<file path="config.mk">
export PLATFORM = sky130hd
export DESIGN_NAME = led_indicator_config
export DESIGN_NICKNAME = d
export VERILOG_FILES = /design/src/led_cfg_pkg.sv /design/src/led_time_if.sv /design/src/led_blink_timebase.sv /design/src/led_indicator_config.sv
export SDC_FILE = /design/constraint.sdc
export NUM_CORES = 1
export LEC_CHECK = 0
export ABC_AREA = 1
export BUFFER_PORTS_ARGS = -buffer_cell sky130_fd_sc_hd__buf_4
export CAP_MARGIN = 20
export CORE_ASPECT_RATIO = 0.6
export CORE_UTILIZATION = 53
export CTS_CLUSTER_DIAMETER = 150
export CTS_CLUSTER_SIZE = 10
export DETAILED_ROUTE_END_ITERATION = 12
export GPL_TIMING_DRIVEN = 0
export PLACE_DENSITY = 0.81
export SLEW_MARGIN = 10
export SYNTH_ARGS = -nofsm -noshare
export SYNTH_HDL_FRONTEND = slang
export SYNTH_SLANG_ARGS = --single-unit
</file>
<file path="constraint.sdc">
create_clock -name clk_sys_i -period 7.45 [get_ports clk_sys_i]
set_clock_uncertainty 0.15 [all_clocks]
set_input_delay 1.1175 -clock clk_sys_i [delete_from_list [all_inputs] [get_ports clk_sys_i]]
set_output_delay 1.1175 -clock clk_sys_i [all_outputs]
set_load 0.05 [all_outputs]
</file>
<file path="src/led_cfg_pkg.sv">
// constants and field layout shared by the led indicator configuration block
//
// Function
// - two-bit blink rate: 50, 100, 200, 500 ms
// - source code 0000b shows link up
// - codes 1-3 blink on rx/tx, tx, rx
// - codes 4/5 light on link as master/slave
// - code 6 stretched activity; 7, 8 reserved
// - code 9 latches link loss until status read
// - code 10 latches prbs error until cleared
// - code 11 shows stretched mac interface errors
// - compliance selector steers led 0 at mux 5
// - compliance codes 0-5 pick six status signals
// - manual drive enable overrides the led level, except led 0 at mux 5
// - manual value matters only while enable set
// - led 0 mux value 101b shows compliance signal
package led_cfg_pkg;

   ////////////////////////////////////////////////////////////////////////////
   // register map
   localparam logic [15:0] SRC_CFG_ADDR  = 16'h0450;
   localparam logic [15:0] DRV_CFG_ADDR  = 16'h0451;
   localparam logic [15:0] SRC_CFG_RST   = 16'h2610;
   localparam logic [15:0] DRV_CFG_RST   = 16'h0000;
   localparam logic [15:0] SRC_CFG_WMASK = 16'h7fff;
   localparam logic [15:0] DRV_CFG_WMASK = 16'h0fff;

   // field positions
   localparam int BYPASS_BIT    = 14;
   localparam int RATE_LSB      = 12;
   localparam int OPT_W         = 4;
   localparam int COMPL_LSB     = 9;
   localparam int LED_STRIDE    = 3;
   localparam int POL_OFS       = 0;
   localparam int VAL_OFS       = 1;
   localparam int EN_OFS        = 2;
   localparam int NUM_LEDS      = 3;

   // led source codes
   localparam logic [3:0] SRC_LINK      = 4'h0;
   localparam logic [3:0] SRC_LINK_TRX  = 4'h1;
   localparam logic [3:0] SRC_LINK_TX   = 4'h2;
   localparam logic [3:0] SRC_LINK_RX   = 4'h3;
   localparam logic [3:0] SRC_MASTER    = 4'h4;
   localparam logic [3:0] SRC_SLAVE     = 4'h5;
   localparam logic [3:0] SRC_ACT_STR   = 4'h6;
   localparam logic [3:0] SRC_LINK_LOST = 4'h9;
   localparam logic [3:0] SRC_PRBS_ERR  = 4'ha;
   localparam logic [3:0] SRC_MAC_ERR   = 4'hb;

   // led 0 pin multiplexer code that selects compliance observation
   localparam logic [2:0] MUX_COMPLIANCE = 3'h5;
   localparam int         NUM_COMPL      = 6;

   ////////////////////////////////////////////////////////////////////////////
   // timing, clock at 125 MHz
   localparam int CLK_KHZ        = 125000;
   localparam int BLINK_MS_20HZ  = 50;
   localparam int BLINK_MS_10HZ  = 100;
   localparam int BLINK_MS_5HZ   = 200;
   localparam int BLINK_MS_2HZ   = 500;
   // each blink period is split into an on half and an off half
   localparam int BLINK_HALF_20HZ = BLINK_MS_20HZ * CLK_KHZ / 2;
   localparam int BLINK_HALF_10HZ = BLINK_MS_10HZ * CLK_KHZ / 2;
   localparam int BLINK_HALF_5HZ  = BLINK_MS_5HZ * CLK_KHZ / 2;
   localparam int BLINK_HALF_2HZ  = BLINK_MS_2HZ * CLK_KHZ / 2;
   localparam int STRETCH_MS      = 50;
   localparam int STRETCH_CYC     = STRETCH_MS * CLK_KHZ;
   localparam int CNT_W           = 26;

endpackage : led_cfg_pkg

</file>
<file path="src/led_time_if.sv">
// blink timebase signals between the timebase and the led logic
`timescale 1ns/1ns
interface led_time_if;
   logic [1:0] rate;
   logic       blink_phase;
   logic       blink_wrap;

   modport gen (input rate, output blink_phase, output blink_wrap);
   modport use_side (output rate, input blink_phase, input blink_wrap);
endinterface : led_time_if

</file>
<file path="src/led_blink_timebase.sv">
// blink phase generator with a selectable half period
`timescale 1ns/1ns
module led_blink_timebase
   import led_cfg_pkg::*;
#(
   parameter int HALF_20HZ = BLINK_HALF_20HZ,
   parameter int HALF_10HZ = BLINK_HALF_10HZ,
   parameter int HALF_5HZ  = BLINK_HALF_5HZ,
   parameter int HALF_2HZ  = BLINK_HALF_2HZ
) (
   input  wire logic  clk_sys_i,
   input  wire logic  rst_i,
   led_time_if.gen    tb
);
   import led_cfg_pkg::*;

   logic [CNT_W-1:0] cnt_q;
   logic [CNT_W-1:0] limit;
   logic             phase_q;

   // half period for the selected rate, minus one for the terminal count
   always_comb
   begin
      unique case (tb.rate)
         2'b00: limit = CNT_W'(HALF_20HZ - 1);
         2'b01: limit = CNT_W'(HALF_10HZ - 1);
         2'b10: limit = CNT_W'(HALF_5HZ - 1);
         2'b11: limit = CNT_W'(HALF_2HZ - 1);
      endcase
   end

   // >= rather than == so a rate cut mid-count wraps at once instead of
   // running the full counter range
   always_ff @(posedge clk_sys_i)
   begin
      if (rst_i)
      begin
         cnt_q   <= '0;
         phase_q <= 1'b1;
      end
      else if (cnt_q >= limit)
      begin
         cnt_q   <= '0;
         phase_q <= ~phase_q;
      end
      else
      begin
         cnt_q <= cnt_q + 1'b1;
      end
   end

   assign tb.blink_phase = phase_q;
   assign tb.blink_wrap  = (cnt_q >= limit);

endmodule : led_blink_timebase

</file>
<file path="src/led_indicator_config.sv">
// led indicator source selection, blink, stretch, override and polarity
`timescale 1ns/1ns
module led_indicator_config
   import led_cfg_pkg::*;
#(
   parameter int HALF_20HZ   = led_cfg_pkg::BLINK_HALF_20HZ,
   parameter int HALF_10HZ   = led_cfg_pkg::BLINK_HALF_10HZ,
   parameter int HALF_5HZ    = led_cfg_pkg::BLINK_HALF_5HZ,
   parameter int HALF_2HZ    = led_cfg_pkg::BLINK_HALF_2HZ,
   parameter int STRETCH_LEN = led_cfg_pkg::STRETCH_CYC
) (
   input  wire logic                              clk_sys_i,
   input  wire logic                              rst_i,
   // register port
   input  wire logic [15:0]                       reg_addr_i,
   input  wire logic [15:0]                       reg_wdata_i,
   input  wire logic                              reg_wr_i,
   input  wire logic                              reg_rd_i,
   output logic      [15:0]                       reg_rdata_o,
   // phy core status
   input  wire logic                              link_up_i,
   input  wire logic                              tx_act_i,
   input  wire logic                              rx_act_i,
   input  wire logic                              phy_master_i,
   input  wire logic                              status_read_i,
   input  wire logic                              prbs_err_i,
   input  wire logic                              prbs_clr_i,
   input  wire logic                              mac_tx_err_i,
   input  wire logic                              mac_rx_err_i,
   input  wire logic [led_cfg_pkg::NUM_COMPL-1:0] compl_status_i,
   input  wire logic [2:0]                        led0_mux_ctrl_i,
   // led pins
   output logic      [led_cfg_pkg::NUM_LEDS-1:0]  led_o
);
   import led_cfg_pkg::*;

   ////////////////////////////////////////////////////////////////////////////
   // declarations
   logic [15:0]          src_cfg_q;
   logic [15:0]          drv_cfg_q;
   logic [15:0]          rdata_q;
   logic                 link_prev_q;
   logic                 link_lost_q;
   logic                 prbs_latch_q;
   logic [2:0]           act_seen_q;
   logic [CNT_W-1:0]     str_cnt_q [2];
   logic [1:0]           str_evt;
   logic [1:0]           str_out;
   logic                 bypass;
   logic [2:0]           compl_sel;
   logic                 compl_bit;
   logic [NUM_LEDS-1:0]  led_norm;
   logic [NUM_LEDS-1:0]  led_d;
   logic [NUM_LEDS-1:0]  led_q;

   led_time_if tb_if ();

   ////////////////////////////////////////////////////////////////////////////
   // helpers

   // option field of one led
   function automatic logic [3:0] led_option(input logic [15:0] cfg, input int idx);
      led_option = cfg[idx*OPT_W +: OPT_W];
   endfunction : led_option

   // one bit of a led's drive and polarity group
   function automatic logic drv_bit(input logic [15:0] cfg, input int idx, input int ofs);
      drv_bit = cfg[idx*LED_STRIDE + ofs];
   endfunction : drv_bit

   // blink the steady link light while activity was seen this blink cycle
   function automatic logic link_blink(input logic link, input logic seen,
                                       input logic phase);
      link_blink = link & (~seen | phase);
   endfunction : link_blink

   ////////////////////////////////////////////////////////////////////////////
   // register port

   // writes: only defined bits stick, reserved bits stay zero
   always_ff @(posedge clk_sys_i)
   begin
      if (rst_i)
      begin
         src_cfg_q <= SRC_CFG_RST;
         drv_cfg_q <= DRV_CFG_RST;
      end
      else if (reg_wr_i)
      begin
         if (reg_addr_i == SRC_CFG_ADDR)
         begin
            src_cfg_q <= reg_wdata_i & SRC_CFG_WMASK;
         end
         if (reg_addr_i == DRV_CFG_ADDR)
         begin
            drv_cfg_q <= reg_wdata_i & DRV_CFG_WMASK;
         end
      end
   end

   // reads: data valid the cycle after the strobe only, zero otherwise
   always_ff @(posedge clk_sys_i)
   begin
      if (rst_i)
      begin
         rdata_q <= '0;
      end
      else if (reg_rd_i && (reg_addr_i == SRC_CFG_ADDR))
      begin
         rdata_q <= src_cfg_q;
      end
      else if (reg_rd_i && (reg_addr_i == DRV_CFG_ADDR))
      begin
         rdata_q <= drv_cfg_q;
      end
      else
      begin
         rdata_q <= '0; // unmapped address and idle cycles read as zero
      end
   end

   assign reg_rdata_o = rdata_q;

   ////////////////////////////////////////////////////////////////////////////
   // blink timebase

   assign tb_if.rate = src_cfg_q[RATE_LSB +: 2];

   led_blink_timebase #(
      .HALF_20HZ (HALF_20HZ),
      .HALF_10HZ (HALF_10HZ),
      .HALF_5HZ  (HALF_5HZ),
      .HALF_2HZ  (HALF_2HZ)
   ) u_timebase (
      .clk_sys_i (clk_sys_i),
      .rst_i     (rst_i),
      .tb        (tb_if.gen)
   );

   // activity seen flags for trx, tx and rx; cleared at the end of the off
   // half so a single packet still gives one visible dark half period,
   // and a new activity pulse in the clearing cycle wins over the clear
   always_ff @(posedge clk_sys_i)
   begin
      if (rst_i)
      begin
         act_seen_q <= '0;
      end
      else
      begin
         act_seen_q[0] <= (tx_act_i | rx_act_i) |
                          (act_seen_q[0] & ~(tb_if.blink_wrap & ~tb_if.blink_phase));
         act_seen_q[1] <= tx_act_i |
                          (act_seen_q[1] & ~(tb_if.blink_wrap & ~tb_if.blink_phase));
         act_seen_q[2] <= rx_act_i |
                          (act_seen_q[2] & ~(tb_if.blink_wrap & ~tb_if.blink_phase));
      end
   end

   ////////////////////////////////////////////////////////////////////////////
   // pulse stretchers: index 0 activity, index 1 mac interface errors

   assign bypass     = src_cfg_q[BYPASS_BIT];
   assign str_evt[0] = tx_act_i | rx_act_i;
   assign str_evt[1] = mac_tx_err_i | mac_rx_err_i;

   // each event reloads the hold count, so bursts merge into one long pulse
   always_ff @(posedge clk_sys_i)
   begin
      if (rst_i)
      begin
         str_cnt_q[0] <= '0;
         str_cnt_q[1] <= '0;
      end
      else
      begin
         for (int i = 0; i < 2; i++)
         begin
            if (str_evt[i])
            begin
               str_cnt_q[i] <= CNT_W'(STRETCH_LEN - 1);
            end
            else if (str_cnt_q[i] != '0)
            begin
               str_cnt_q[i] <= str_cnt_q[i] - 1'b1;
            end
         end
      end
   end

   // with bypass set the raw event is shown, one-cycle glitches included
   always_comb
   begin
      for (int i = 0; i < 2; i++)
      begin
         if (bypass)
         begin
            str_out[i] = str_evt[i];
         end
         else
         begin
            str_out[i] = str_evt[i] | (str_cnt_q[i] != '0);
         end
      end
   end

   ////////////////////////////////////////////////////////////////////////////
   // sticky indications, a set in the clearing cycle wins

   always_ff @(posedge clk_sys_i)
   begin
      if (rst_i)
      begin
         link_prev_q  <= 1'b0;
         link_lost_q  <= 1'b0;
         prbs_latch_q <= 1'b0;
      end
      else
      begin
         link_prev_q  <= link_up_i;
         link_lost_q  <= (link_prev_q & ~link_up_i) |
                         (link_lost_q & ~status_read_i);
         prbs_latch_q <= prbs_err_i | (prbs_latch_q & ~prbs_clr_i);
      end
   end

   ////////////////////////////////////////////////////////////////////////////
   // per led source selection

   always_comb
   begin
      for (int i = 0; i < NUM_LEDS; i++)
      begin
         unique case (led_option(src_cfg_q, i))
            SRC_LINK:      led_norm[i] = link_up_i;
            SRC_LINK_TRX:  led_norm[i] = link_blink(link_up_i, act_seen_q[0],
                                                    tb_if.blink_phase);
            SRC_LINK_TX:   led_norm[i] = link_blink(link_up_i, act_seen_q[1],
                                                    tb_if.blink_phase);
            SRC_LINK_RX:   led_norm[i] = link_blink(link_up_i, act_seen_q[2],
                                                    tb_if.blink_phase);
            SRC_MASTER:    led_norm[i] = link_up_i & phy_master_i;
            SRC_SLAVE:     led_norm[i] = link_up_i & ~phy_master_i;
            SRC_ACT_STR:   led_norm[i] = str_out[0];
            SRC_LINK_LOST: led_norm[i] = link_lost_q;
            SRC_PRBS_ERR:  led_norm[i] = prbs_latch_q;
            SRC_MAC_ERR:   led_norm[i] = str_out[1];
            default:       led_norm[i] = 1'b0; // reserved codes keep the led dark
         endcase
      end
   end

   ////////////////////////////////////////////////////////////////////////////
   // compliance observation on led 0

   assign compl_sel = drv_cfg_q[COMPL_LSB +: 3];

   // codes beyond the six signals give a dark pin rather than a stale one
   always_comb
   begin
      if (compl_sel < 3'(NUM_COMPL))
      begin
         compl_bit = compl_status_i[compl_sel];
      end
      else
      begin
         compl_bit = 1'b0;
      end
   end

   ////////////////////////////////////////////////////////////////////////////
   // manual override, compliance substitution and polarity

   always_comb
   begin
      for (int i = 0; i < NUM_LEDS; i++)
      begin
         if (drv_bit(drv_cfg_q, i, EN_OFS))
         begin
            led_d[i] = drv_bit(drv_cfg_q, i, VAL_OFS);
         end
         else
         begin
            led_d[i] = led_norm[i];
         end
         if ((i == 0) && (led0_mux_ctrl_i == MUX_COMPLIANCE))
         begin
            led_d[i] = compl_bit;
         end
         led_d[i] = led_d[i] ^ drv_bit(drv_cfg_q, i, POL_OFS);
      end
   end

   // registered pins: one cycle of latency buys glitch-free outputs
   always_ff @(posedge clk_sys_i)
   begin
      if (rst_i)
      begin
         led_q <= '0;
      end
      else
      begin
         led_q <= led_d;
      end
   end

   assign led_o = led_q;

endmodule : led_indicator_config

</file>
==> metrics.cfg, run 1 <==
[sta]
fin_setup_tns_ns = 0
worstMarginPinSlew_ns = 0.625
max_slew_margin_pct = 58.2
timing.final.crit_share_pct = 41.3
rsz0062_at_grt = no
final-setup-viol-count = 0
period_needed_ns = 3.07
max_freq_mhz = 325
slew_viol_final = 0
finalHoldViolCount = 0

[worst_setup_path]
path_max_fanout = 17
worstSetupPathType = input port to flop
worstPathCellList = clkbuf_1, nor2_1, nand2_2, clkbuf_1, nand2_1, buf_16
crit_arrival_ns = 3.10
end_kind = flop
required_ns = 7.48
start_kind = input port
critical-path-max-stage-delay_ns = 0.45
crit_top_cell = clkbuf_1
crit_slowest_cell = nand2_1
r2r_setup_slack_ns = 4.51

[floorplan]
die_h_um = 90.4
core_um2 = 12400
rows = 31
initial_core_util_pct = 55.8
die_area_um2 = 13500
pin_count = 73
fp.dieW_um = 149

[final_layout]
area_growth_pct = 20.4
fill_cells = 992
multiInputGateArea_um2 = 3340
final_common_cell = nor2_1
diodes = 0
mostFrequentLayoutCells = nor2_1 (162), nand2_1 (147), inv_1 (91)
regArea_um2 = 3120
finish.utilization_pct = 67.2
drive_above_1_share_pct = 14.6
final_nets = 1034

[clocking]
numCtsBuffers = 17
cts_hold_buffers = 0
cts_resized = 0
clk_path_buf_depth = 2
postCtsSetupBuffers = 0
htreeDepth = 4
cts_tree = done
cts_root_buf = clkbuf_16
clk_pin_slew_ns = 0.06
worstSkewPairLatency_ns = 0.42
numClockSinks = 130

[status]
status = completed

[grt]
grt-ovfl-total = 0
first_global_vias = 5943
grt_pass1_wl_um = 28900
grt_usage_pct = 26.9
grtUsageMet3_pct = 7.58
grt_start_max_net_pins = 27
grt_use_met1_pct = 39.9
top_usage_layer = met1
grt_use_met2_pct = 37.3
antenna_found_initial = 0

[yosys]
yosysUniqueCellTypes = 46
yosys_warnings = 0
syn-num-nets = 944
ys_seq_area_share_pct = 45.2
syn_area_um2 = 6910
ys_ff_latch = 130
post_synth.cell_area_avg_um2 = 7.96
syn_inst = 868

[drt]
vias_per_cell = 5.59
drt-wirelength-per-cell_um = 15.2
drc = 0
vias = 6340
first_pass_iters = 5
ant_nets = 0
wirelength_um = 17300
drt_iter0_markers = 589

[power_and_ir_drop]
p_leak_nw = 3.45
peakVddDrop_uv = 178
powerDensity_nw_per_um2 = 220
p_total_mw = 1.83

[place]
gp_congestion = 0.917
hpwl_um = 12300
io_buffer_count = 69

[hold_path]
min_path_type = flop to flop

[job]
max_cap_violations = 0

## through the flow
stage	cell area [um2]	instances	setup slack, ns	hold WS [ns]
after floorplan	6910	868	4.44	0.279
after global placement	7630	1102	3.70	0.285
after detailed placement	7650	1103	3.71	0.291
after CTS	8290	1134	4.12	0.311
after global routing	8320	1135	4.23	0.344
final	8320	1135	4.38	0.310
## worst max-delay path, delay by kind of cell
family | cells | cell delay, ns
buffers and inverters | 3 | 1.14
and+or+nand+nor | 3 | 0.83
## kinds of logic after synthesis
family,count (synthesis),synth area share [%]
simple gates,429,27.7
other cells,1,0.0543
buf+inv,113,6.36
compound gates,135,11.9
xor+xnor,38,4.82
fa+ha+maj,22,3.99
flops,130,45.2
## report_power, final
| group | switching (mW) | leakage [nW] | internal [mW] |
|---|---|---|---|
| Sequential | 0.0234 | 1.21 | 0.766 |
| Combinational | 0.0765 | 1.93 | 0.0522 |
| Clock | 0.327 | 0.316 | 0.586 |
| Total | 0.427 | 3.45 | 1.40 |
## state kept, by name (all words and copies together) (netlist names), 3 cells and up
| name | cells |
|---|---|
| act_seen_q | 3 |
| u_timebase.cnt_q | 26 |
| src_cfg_q | 15 |
| drv_cfg_q | 12 |
| reg_rdata_o | 15 |
| led_o | 3 |
| str_cnt_q | 52 |
## cells in the mapped netlist, drive strengths merged
| master | instances | area, um2 |
|---|---|---|
| o21ai | 29 | 149 |
| conb | 1 | 3.75 |
| inv | 92 | 345 |
| nor3 | 15 | 85.1 |
| ha | 22 | 275 |
| xor2 | 21 | 184 |
| a22oi | 2 | 15.0 |
| or4 | 1 | 7.51 |
| nand4 | 13 | 81.3 |
| o221ai | 1 | 8.76 |
| nand3 | 41 | 225 |
| dfxtp | 78 | 1560 |
| nand3b | 4 | 30.0 |
| o21a | 2 | 15.0 |
| and3 | 2 | 12.5 |
| clkbuf | 11 | 41.3 |
| nor3b | 6 | 45.0 |
| edfxtp | 52 | 1560 |
| or2 | 9 | 61.3 |
| a31oi | 9 | 56.3 |
| a211oi | 24 | 180 |
| nor4 | 9 | 62.6 |
| a221oi | 2 | 17.5 |
| and2 | 2 | 12.5 |
| or3 | 2 | 12.5 |
| o22ai | 1 | 6.26 |
| o311ai | 1 | 8.76 |
| o32ai | 12 | 105 |
| nand2 | 152 | 583 |
| a21oi | 52 | 260 |
| xnor2 | 17 | 149 |
| nor2 | 173 | 692 |
| buf | 10 | 52.6 |
## worst paths after layout
path	to	from	cells past startpoint
hold / removal	u_timebase.cnt_q[0]	u_timebase.cnt_q[0]	1
setup / recovery	str_cnt_q[1][12]	rst_i	6
setup reg to reg	str_cnt_q[1][12]	str_cnt_q[1][12]	8
hold reg to reg	u_timebase.cnt_q[0]	u_timebase.cnt_q[0]	1
## final cells by class
cell class                      count  share of cell area, %
Buffer                             21                   1.13
Clock buffer                       21                   6.06
Clock inverter                     10                   1.67
Inverter                           92                   4.15
Multi-Input combinational cell    625                   40.2
Sequential cell                   130                   37.6
Tap cell                          165                   2.48
Timing Repair Buffer               71                   6.74
## routing by layer
layer | share of wire (%) | vias up
li1 | - | 3096
met1 | 48 | 2930
met3 | 8.9 | 31
met5 | 0 | -
met4 | 1.5 | 0
met2 | 42 | 283
No activity file was read; power rests on OpenSTA's default activity.
==> inputs of run 2 (changes only) <==
--- a/config.mk
+++ b/config.mk
@@ -14,7 +14,7 @@
 export CTS_CLUSTER_SIZE = 10
 export DETAILED_ROUTE_END_ITERATION = 12
 export GPL_TIMING_DRIVEN = 0
-export PLACE_DENSITY = 0.81
+export PLACE_DENSITY = 0.84
 export SLEW_MARGIN = 10
 export SYNTH_ARGS = -nofsm -noshare
 export SYNTH_HDL_FRONTEND = slang
==> constraint.sdc (replaced) <==
create_clock -name clk_sys_i -period 2.7 [get_ports clk_sys_i]
set_clock_uncertainty 0.15 [all_clocks]
set_input_delay 0.405 -clock clk_sys_i [delete_from_list [all_inputs] [get_ports clk_sys_i]]
set_output_delay 0.405 -clock clk_sys_i [all_outputs]
set_load 0.05 [all_outputs]
==> run 2 against run 1 <==
Against the previous run: final cell count did not move; register-to-register slack lost 4.4 ns; global-route usage down 0.72 points.
==> metrics.cfg, run 2 (synthesis gave the netlist of run 1 again) <==
[worst_setup_path]
rr_startpoint = src_cfg_q[13]
r2r_end = u_timebase.cnt_q[11]
crit_arrival_ns = 2.70  ; -0.40 ns
r2r_setup_slack_ns = 0.15  ; -4.36 ns
worstPathCellList = inv_1, nor2_2, inv_1, ha_1, nand3_1, nand3_1, a21oi_1, o21ai_0, nand3_1, nand3_4, buf_2, nor2_1
crit_top_cell = nand3_1
required_ns = 2.86  ; -4.62 ns
path_max_fanout = 10  ; -7
end_kind = flop
rr_worst_depth = 12  ; +4
crit_slowest_cell = dfxtp_1
worstSetupStartpoint = src_cfg_q[13]
worstSetupPathType = flop to flop
critical-path-max-stage-delay_ns = 0.42  ; -0.03 ns
start_kind = flop

[sta]
setup_slack_ns = 0.152  ; -4.23 ns
finalHoldViolCount = 0  ; unchanged
final-setup-viol-count = 0  ; unchanged
hold_ws_ns = 0.0348  ; -0.276 ns
max_freq_mhz = 392
fin_setup_tns_ns = 0  ; unchanged
worstMarginPinSlew_ns = 0.629  ; +0.00433 ns
max_slew_margin_pct = 58.1  ; -0.17 points
timing.final.crit_share_pct = 94.4
slew_viol_final = 0  ; unchanged
period_needed_ns = 2.55

[hold_path]
hold_path_startpoint = prbs_err_i
min_path_type = input port to flop
min_to = prbs_latch_q
min_path_cells = 3  ; +2

[floorplan]
die_h_um = 90.4  ; unchanged
pin_count = 73  ; unchanged
rows = 31  ; unchanged
die_area_um2 = 13500  ; unchanged
initial_core_util_pct = 55.8  ; unchanged
fp.dieW_um = 149  ; unchanged
core_um2 = 12400  ; unchanged

[grt]
grt_pass1_wl_um = 28000  ; -3.3%
grt-ovfl-total = 0  ; unchanged
antenna_found_initial = 0  ; unchanged
first_global_vias = 5761  ; -3.1%
grt_usage_pct = 26.2  ; -0.72 points
grt_start_max_net_pins = 27  ; unchanged

[power_and_ir_drop]
clkPwrFrac_pct = 46.6  ; -3.3 points
p_leak_nw = 3.41  ; -1.2%
peakVddDrop_uv = 423  ; +140%
power_switching_mw = 1.22  ; +180%
comb_power_share_pct = 7.5  ; +0.5 points
switching_share_pct = 25.6  ; +2.3 points
internal_power_mw = 3.53  ; +150%
powerDensity_nw_per_um2 = 574  ; +160%
sequentialPowerShare_pct = 45.9  ; +2.8 points

[place]
gp_congestion = 0.912  ; -0.46%
dp_slack_ns = -0.406  ; -4.12 ns
hpwl_um = 12500  ; +1.6%
io_buffer_count = 69  ; unchanged

[clocking]
clk_path_buf_depth = 2  ; unchanged
cts_hold_buffers = 0  ; unchanged
htreeDepth = 4  ; unchanged
numClockSinks = 130  ; unchanged
numCtsBuffers = 17  ; unchanged
cts_tree = done
clk_pin_slew_ns = 0.06  ; about the same
worstSkewPairLatency_ns = 0.43  ; about the same
cts_root_buf = clkbuf_16

[drt]
first_pass_iters = 6  ; +1
ant_nets = 0  ; unchanged
wirelength_um = 17200  ; -0.42%
drc = 0  ; unchanged
vias = 6360  ; +0.32%
vias_per_cell = 5.60  ; +0.32%
drt_iter0_markers = 562  ; -4.6%
drt-wirelength-per-cell_um = 15.2  ; -0.42%

[final_layout]
regMostFlops = str_cnt_q
final_nets = 1033  ; -0.097%
largest_reg_flops = 52  ; unchanged
mostFrequentLayoutCells = nor2_1 (160), nand2_1 (146), inv_1 (91)
drive_above_1_share_pct = 15.5  ; +0.82 points
area_growth_pct = 19.7
final_common_cell = nor2_1
reg_top3 = str_cnt_q: 52 flops, u_timebase.cnt_q: 26 flops
diodes = 0  ; unchanged

[job]
max_cap_violations = 0  ; unchanged

[status]
status = completed

-- run 2: changes by cell type in the layout (fill, tap and decap cells not counted), moves of 2 or more --
cell	change
nor2_2	+2
clkinv_2	+2
clkbuf_16	-3
clkbuf_1	-2
nor2_1	-2
inv_6	+3
bufinv_16	-2
nand3_1	-2
-- run 2: what timing repair did --
item,4_1_cts,5_1_grt
gates resized for setup,3,12
endpoints found under the setup margin,45,88
buffers inserted,0,0
-- run 2: power groups by stage --
stage | Combinational, mW | Sequential, mW | Clock [mW]
after detailed placement | 0.344 | 2.22 | 0
final | 0.358 | 2.18 | 2.21
after floorplan | 0.209 | 2.21 | 0
after global placement | 0.332 | 2.22 | 0
after CTS | 0.350 | 2.18 | 2.21
after global routing | 0.400 | 2.19 | 2.30
-- run 2: worst max-delay path by stage --
stage	endpoint	depth (start not counted)
after floorplan	str_cnt_q[1][0]	10
after global placement	str_cnt_q[1][14]	7
after detailed placement	str_cnt_q[1][15]	7
after CTS	u_timebase.cnt_q[9]	12
after global routing	u_timebase.cnt_q[14]	12
final	u_timebase.cnt_q[11]	12
-- run 2: stage by stage --
step / cells / area [um2] / util (%) / power [mW]
6_report: 1135 / 8270 / 66.8 / 4.75
5_1_grt: 1135 / 8270 / 66.8 / 4.88
4_1_cts: 1135 / 8210 / 66.4 / 4.73
3_5_place_dp: 1103 / 7650 / 61.8 / 2.56
3_3_place_gp: 1102 / 7630 / 61.7 / 2.55
2_1_floorplan: 868 / 6910 / - / 2.42
-- run 2: cell type report --
class	instances	area, um2
Fill cell	986	4110
Multi-Input combinational cell	625	3400
Sequential cell	130	3120
Timing Repair Buffer	70	533
Clock buffer	17	425
Inverter	92	345
Tap cell	165	206
Clock inverter	15	131
Buffer	21	97.6
-- run 2: per-layer routing --
layer	routed length, um	GRT usage [%]	vias to the layer above
met3	1730	6.46	18
met4	157	6.21	0
met2	7270	36.5	308
li1	-	-	3107
met1	8060	39.9	2927
met5	0	0	-
-- run 2: critical path: cells and delay by family, from the launching register on --
family / cells / cell delay (ns)
flops: 1 / 0.42
simple gates: 6 / 0.81
buf+inv: 3 / 0.46
fa+ha+maj: 1 / 0.30
compound gates: 2 / 0.28
==> inputs of run 3 (changes only) <==
--- a/config.mk
+++ b/config.mk
@@ -8,7 +8,6 @@
 export ABC_AREA = 1
 export BUFFER_PORTS_ARGS = -buffer_cell sky130_fd_sc_hd__buf_4
 export CAP_MARGIN = 20
-export CORE_ASPECT_RATIO = 0.6
 export CORE_UTILIZATION = 53
 export CTS_CLUSTER_DIAMETER = 150
 export CTS_CLUSTER_SIZE = 10
==> run 3 against run 2 <==
Against the previous run: final cell count grew 0.62%; clock-buffer cell count increased by 6; flip-flop and latch count stayed put; global-route usage is 0.83 points lower; largest cell class unchanged; largest power group unchanged; fmax up 1.3%.
==> metrics.cfg, run 3 (synthesis gave the netlist of run 1 again) <==
[worst_setup_path]
r2r_setup_slack_ns = 0.18  ; +0.03 ns
crit_slowest_cell = dfxtp_1
required_ns = 2.90  ; +0.04 ns
r2r_end = u_timebase.cnt_q[7]
worstSetupPathType = flop to flop
crit_arrival_ns = 2.72  ; +0.02 ns
end_kind = flop
critical-path-max-stage-delay_ns = 0.37  ; -0.05 ns
start_kind = flop
crit_family = simple AND/OR/NAND/NOR gates
worst-path-buf-inv = 1  ; -2
path_max_fanout = 10  ; unchanged
worstSetupStartpoint = src_cfg_q[12]
crit_end = u_timebase.cnt_q[7]
rr_worst_depth = 10  ; -2
rr_startpoint = src_cfg_q[12]
cp_num_cells = 10  ; -2
worstPathCellList = nor2_2, ha_1, nand3_1, a21oi_1, o21ai_0, nand3_1, a21oi_1, nand3_4, clkbuf_4, nor3_1

[power_and_ir_drop]
p_leak_nw = 3.46  ; +1.5%
p_total_mw = 5.01  ; +5.6%
peakVddDrop_uv = 379  ; -10%
powerDensity_nw_per_um2 = 599  ; +4.4%

[sta]
worstMarginPinSlew_ns = 0.613  ; -0.0156 ns
max_freq_mhz = 398  ; +1.3%
period_needed_ns = 2.52  ; -0.0329 ns
timing.final.crit_share_pct = 93.2  ; -1.2 points
final-setup-viol-count = 0  ; unchanged
finalHoldViolCount = 0  ; unchanged
rsz0062_at_grt = no
setup_slack_ns = 0.185  ; +0.0329 ns
hold_ws_ns = 0.0415  ; +0.00669 ns
slew_viol_final = 0  ; unchanged
max_slew_margin_pct = 59.1  ; +1.0 points

[drt]
drt_iter0_markers = 417  ; -26%
ant_nets = 0  ; unchanged
vias = 6057  ; -4.8%
first_pass_iters = 7  ; +1
drt-wirelength-per-cell_um = 14.0  ; -8.1%
drc = 0  ; unchanged
vias_per_cell = 5.30  ; -5.3%
wirelength_um = 15900  ; -7.5%

[grt]
antenna_found_initial = 0  ; unchanged
grt_start_max_net_pins = 27  ; unchanged
first_global_vias = 5861  ; +1.7%
grt-ovfl-total = 0  ; unchanged
grt_pass1_wl_um = 26900  ; -3.8%
grt_usage_pct = 25.4  ; -0.83 points

[clocking]
postCtsSetupBuffers = 0  ; unchanged
numClockSinks = 130  ; unchanged
cts_root_buf = clkbuf_16
worstSkewPairLatency_ns = 0.42  ; about the same
clk_pin_slew_ns = 0.06  ; about the same
cts_tree = done
clk_path_buf_depth = 2  ; unchanged
htreeDepth = 4  ; unchanged
numCtsBuffers = 17  ; unchanged

[floorplan]
die_h_um = 116  ; +28%
core_um2 = 12700  ; +2.4%
initial_core_util_pct = 54.5  ; -1.3 points
die_area_um2 = 13500  ; -0.11%
fp.dieW_um = 116  ; -22%
pin_count = 73  ; unchanged
rows = 41  ; +32%

[final_layout]
postLayoutCellArea_um2 = 8360  ; +1.2%
regMostFlops = str_cnt_q
reg_top3 = str_cnt_q: 52 flops, u_timebase.cnt_q: 26 flops
stdcell_count = 1142  ; +0.62%
drive_above_1_share_pct = 15.3  ; -0.21 points
final_common_cell = nor2_1
largest_reg_flops = 52  ; unchanged
area_growth_pct = 21.1
final_nets = 1033  ; unchanged
mostFrequentLayoutCells = nor2_1 (161), nand2_1 (146), inv_1 (91)
diodes = 0  ; unchanged

[job]
max_cap_violations = 0  ; unchanged

[status]
status = completed

[place]
dpl_cell_area_um2 = 7670  ; +0.28%
io_buffer_count = 69  ; unchanged
placed_cells = 1110  ; +0.63%
dp_slack_ns = -0.412  ; -0.00596 ns
hpwl_um = 11300  ; -9.5%
gp_congestion = 0.903  ; -1.0%

[hold_path]
min_path_type = input port to flop

[run 3: worst min-delay path by stage]
stage,startpoint,end,cells after the start
floorplan,u_timebase.cnt_q[0],u_timebase.cnt_q[0],1
global placement,u_timebase.cnt_q[0],u_timebase.cnt_q[0],1
detailed placement,link_prev_q,link_lost_q,2
CTS,prbs_err_i,prbs_latch_q,3
global route,prbs_err_i,prbs_latch_q,3
finish,prbs_err_i,prbs_latch_q,3
[run 3: layer usage]
| layer | track usage, % | vias to the layer above | wire (um) |
|---|---|---|---|
| met3 | 5.14 | 25 | 845 |
| met1 | 32.4 | 2738 | 7220 |
| met4 | 8.38 | 0 | 234 |
| met2 | 43.1 | 202 | 7630 |
| li1 | - | 3092 | - |
| met5 | 0 | - | 0 |
[run 3: through the flow]
step	TNS, ns	util [%]
final	0	66.0
after global routing	0	66.0
after CTS	0	65.7
after detailed placement	-10.69	60.5
after global placement	-16.46	60.3
after floorplan	0	-
[run 3: tightest hold or removal path, stage by stage]
cell and delay (ns):
buf_4 0.08, a21oi_1 0.03, nor2_1 0.07
[run 3: final cells by class]
class                   count  area (um2)
clock buffers              23         543
flip-flops and latches    130        3120
plain buffers              21        97.6
multi-input cells         625        3380
fillers                   992        4310
clock inverters             9         110
repair buffers             70         546
inverters                  92         345
well taps                 172         215
[run 3: power breakdown]
group | switching [mW] | internal [mW] | leakage, nW
Clock | 0.875 | 1.61 | 0.321
Combinational | 0.210 | 0.145 | 1.93
Sequential | 0.0609 | 2.11 | 1.21
[run 3: what timing repair did]
item | CTS | global route
setup endpoints to repair | 32 | 67
resized for setup | 3 | 9
hold buffers | 0 | 0
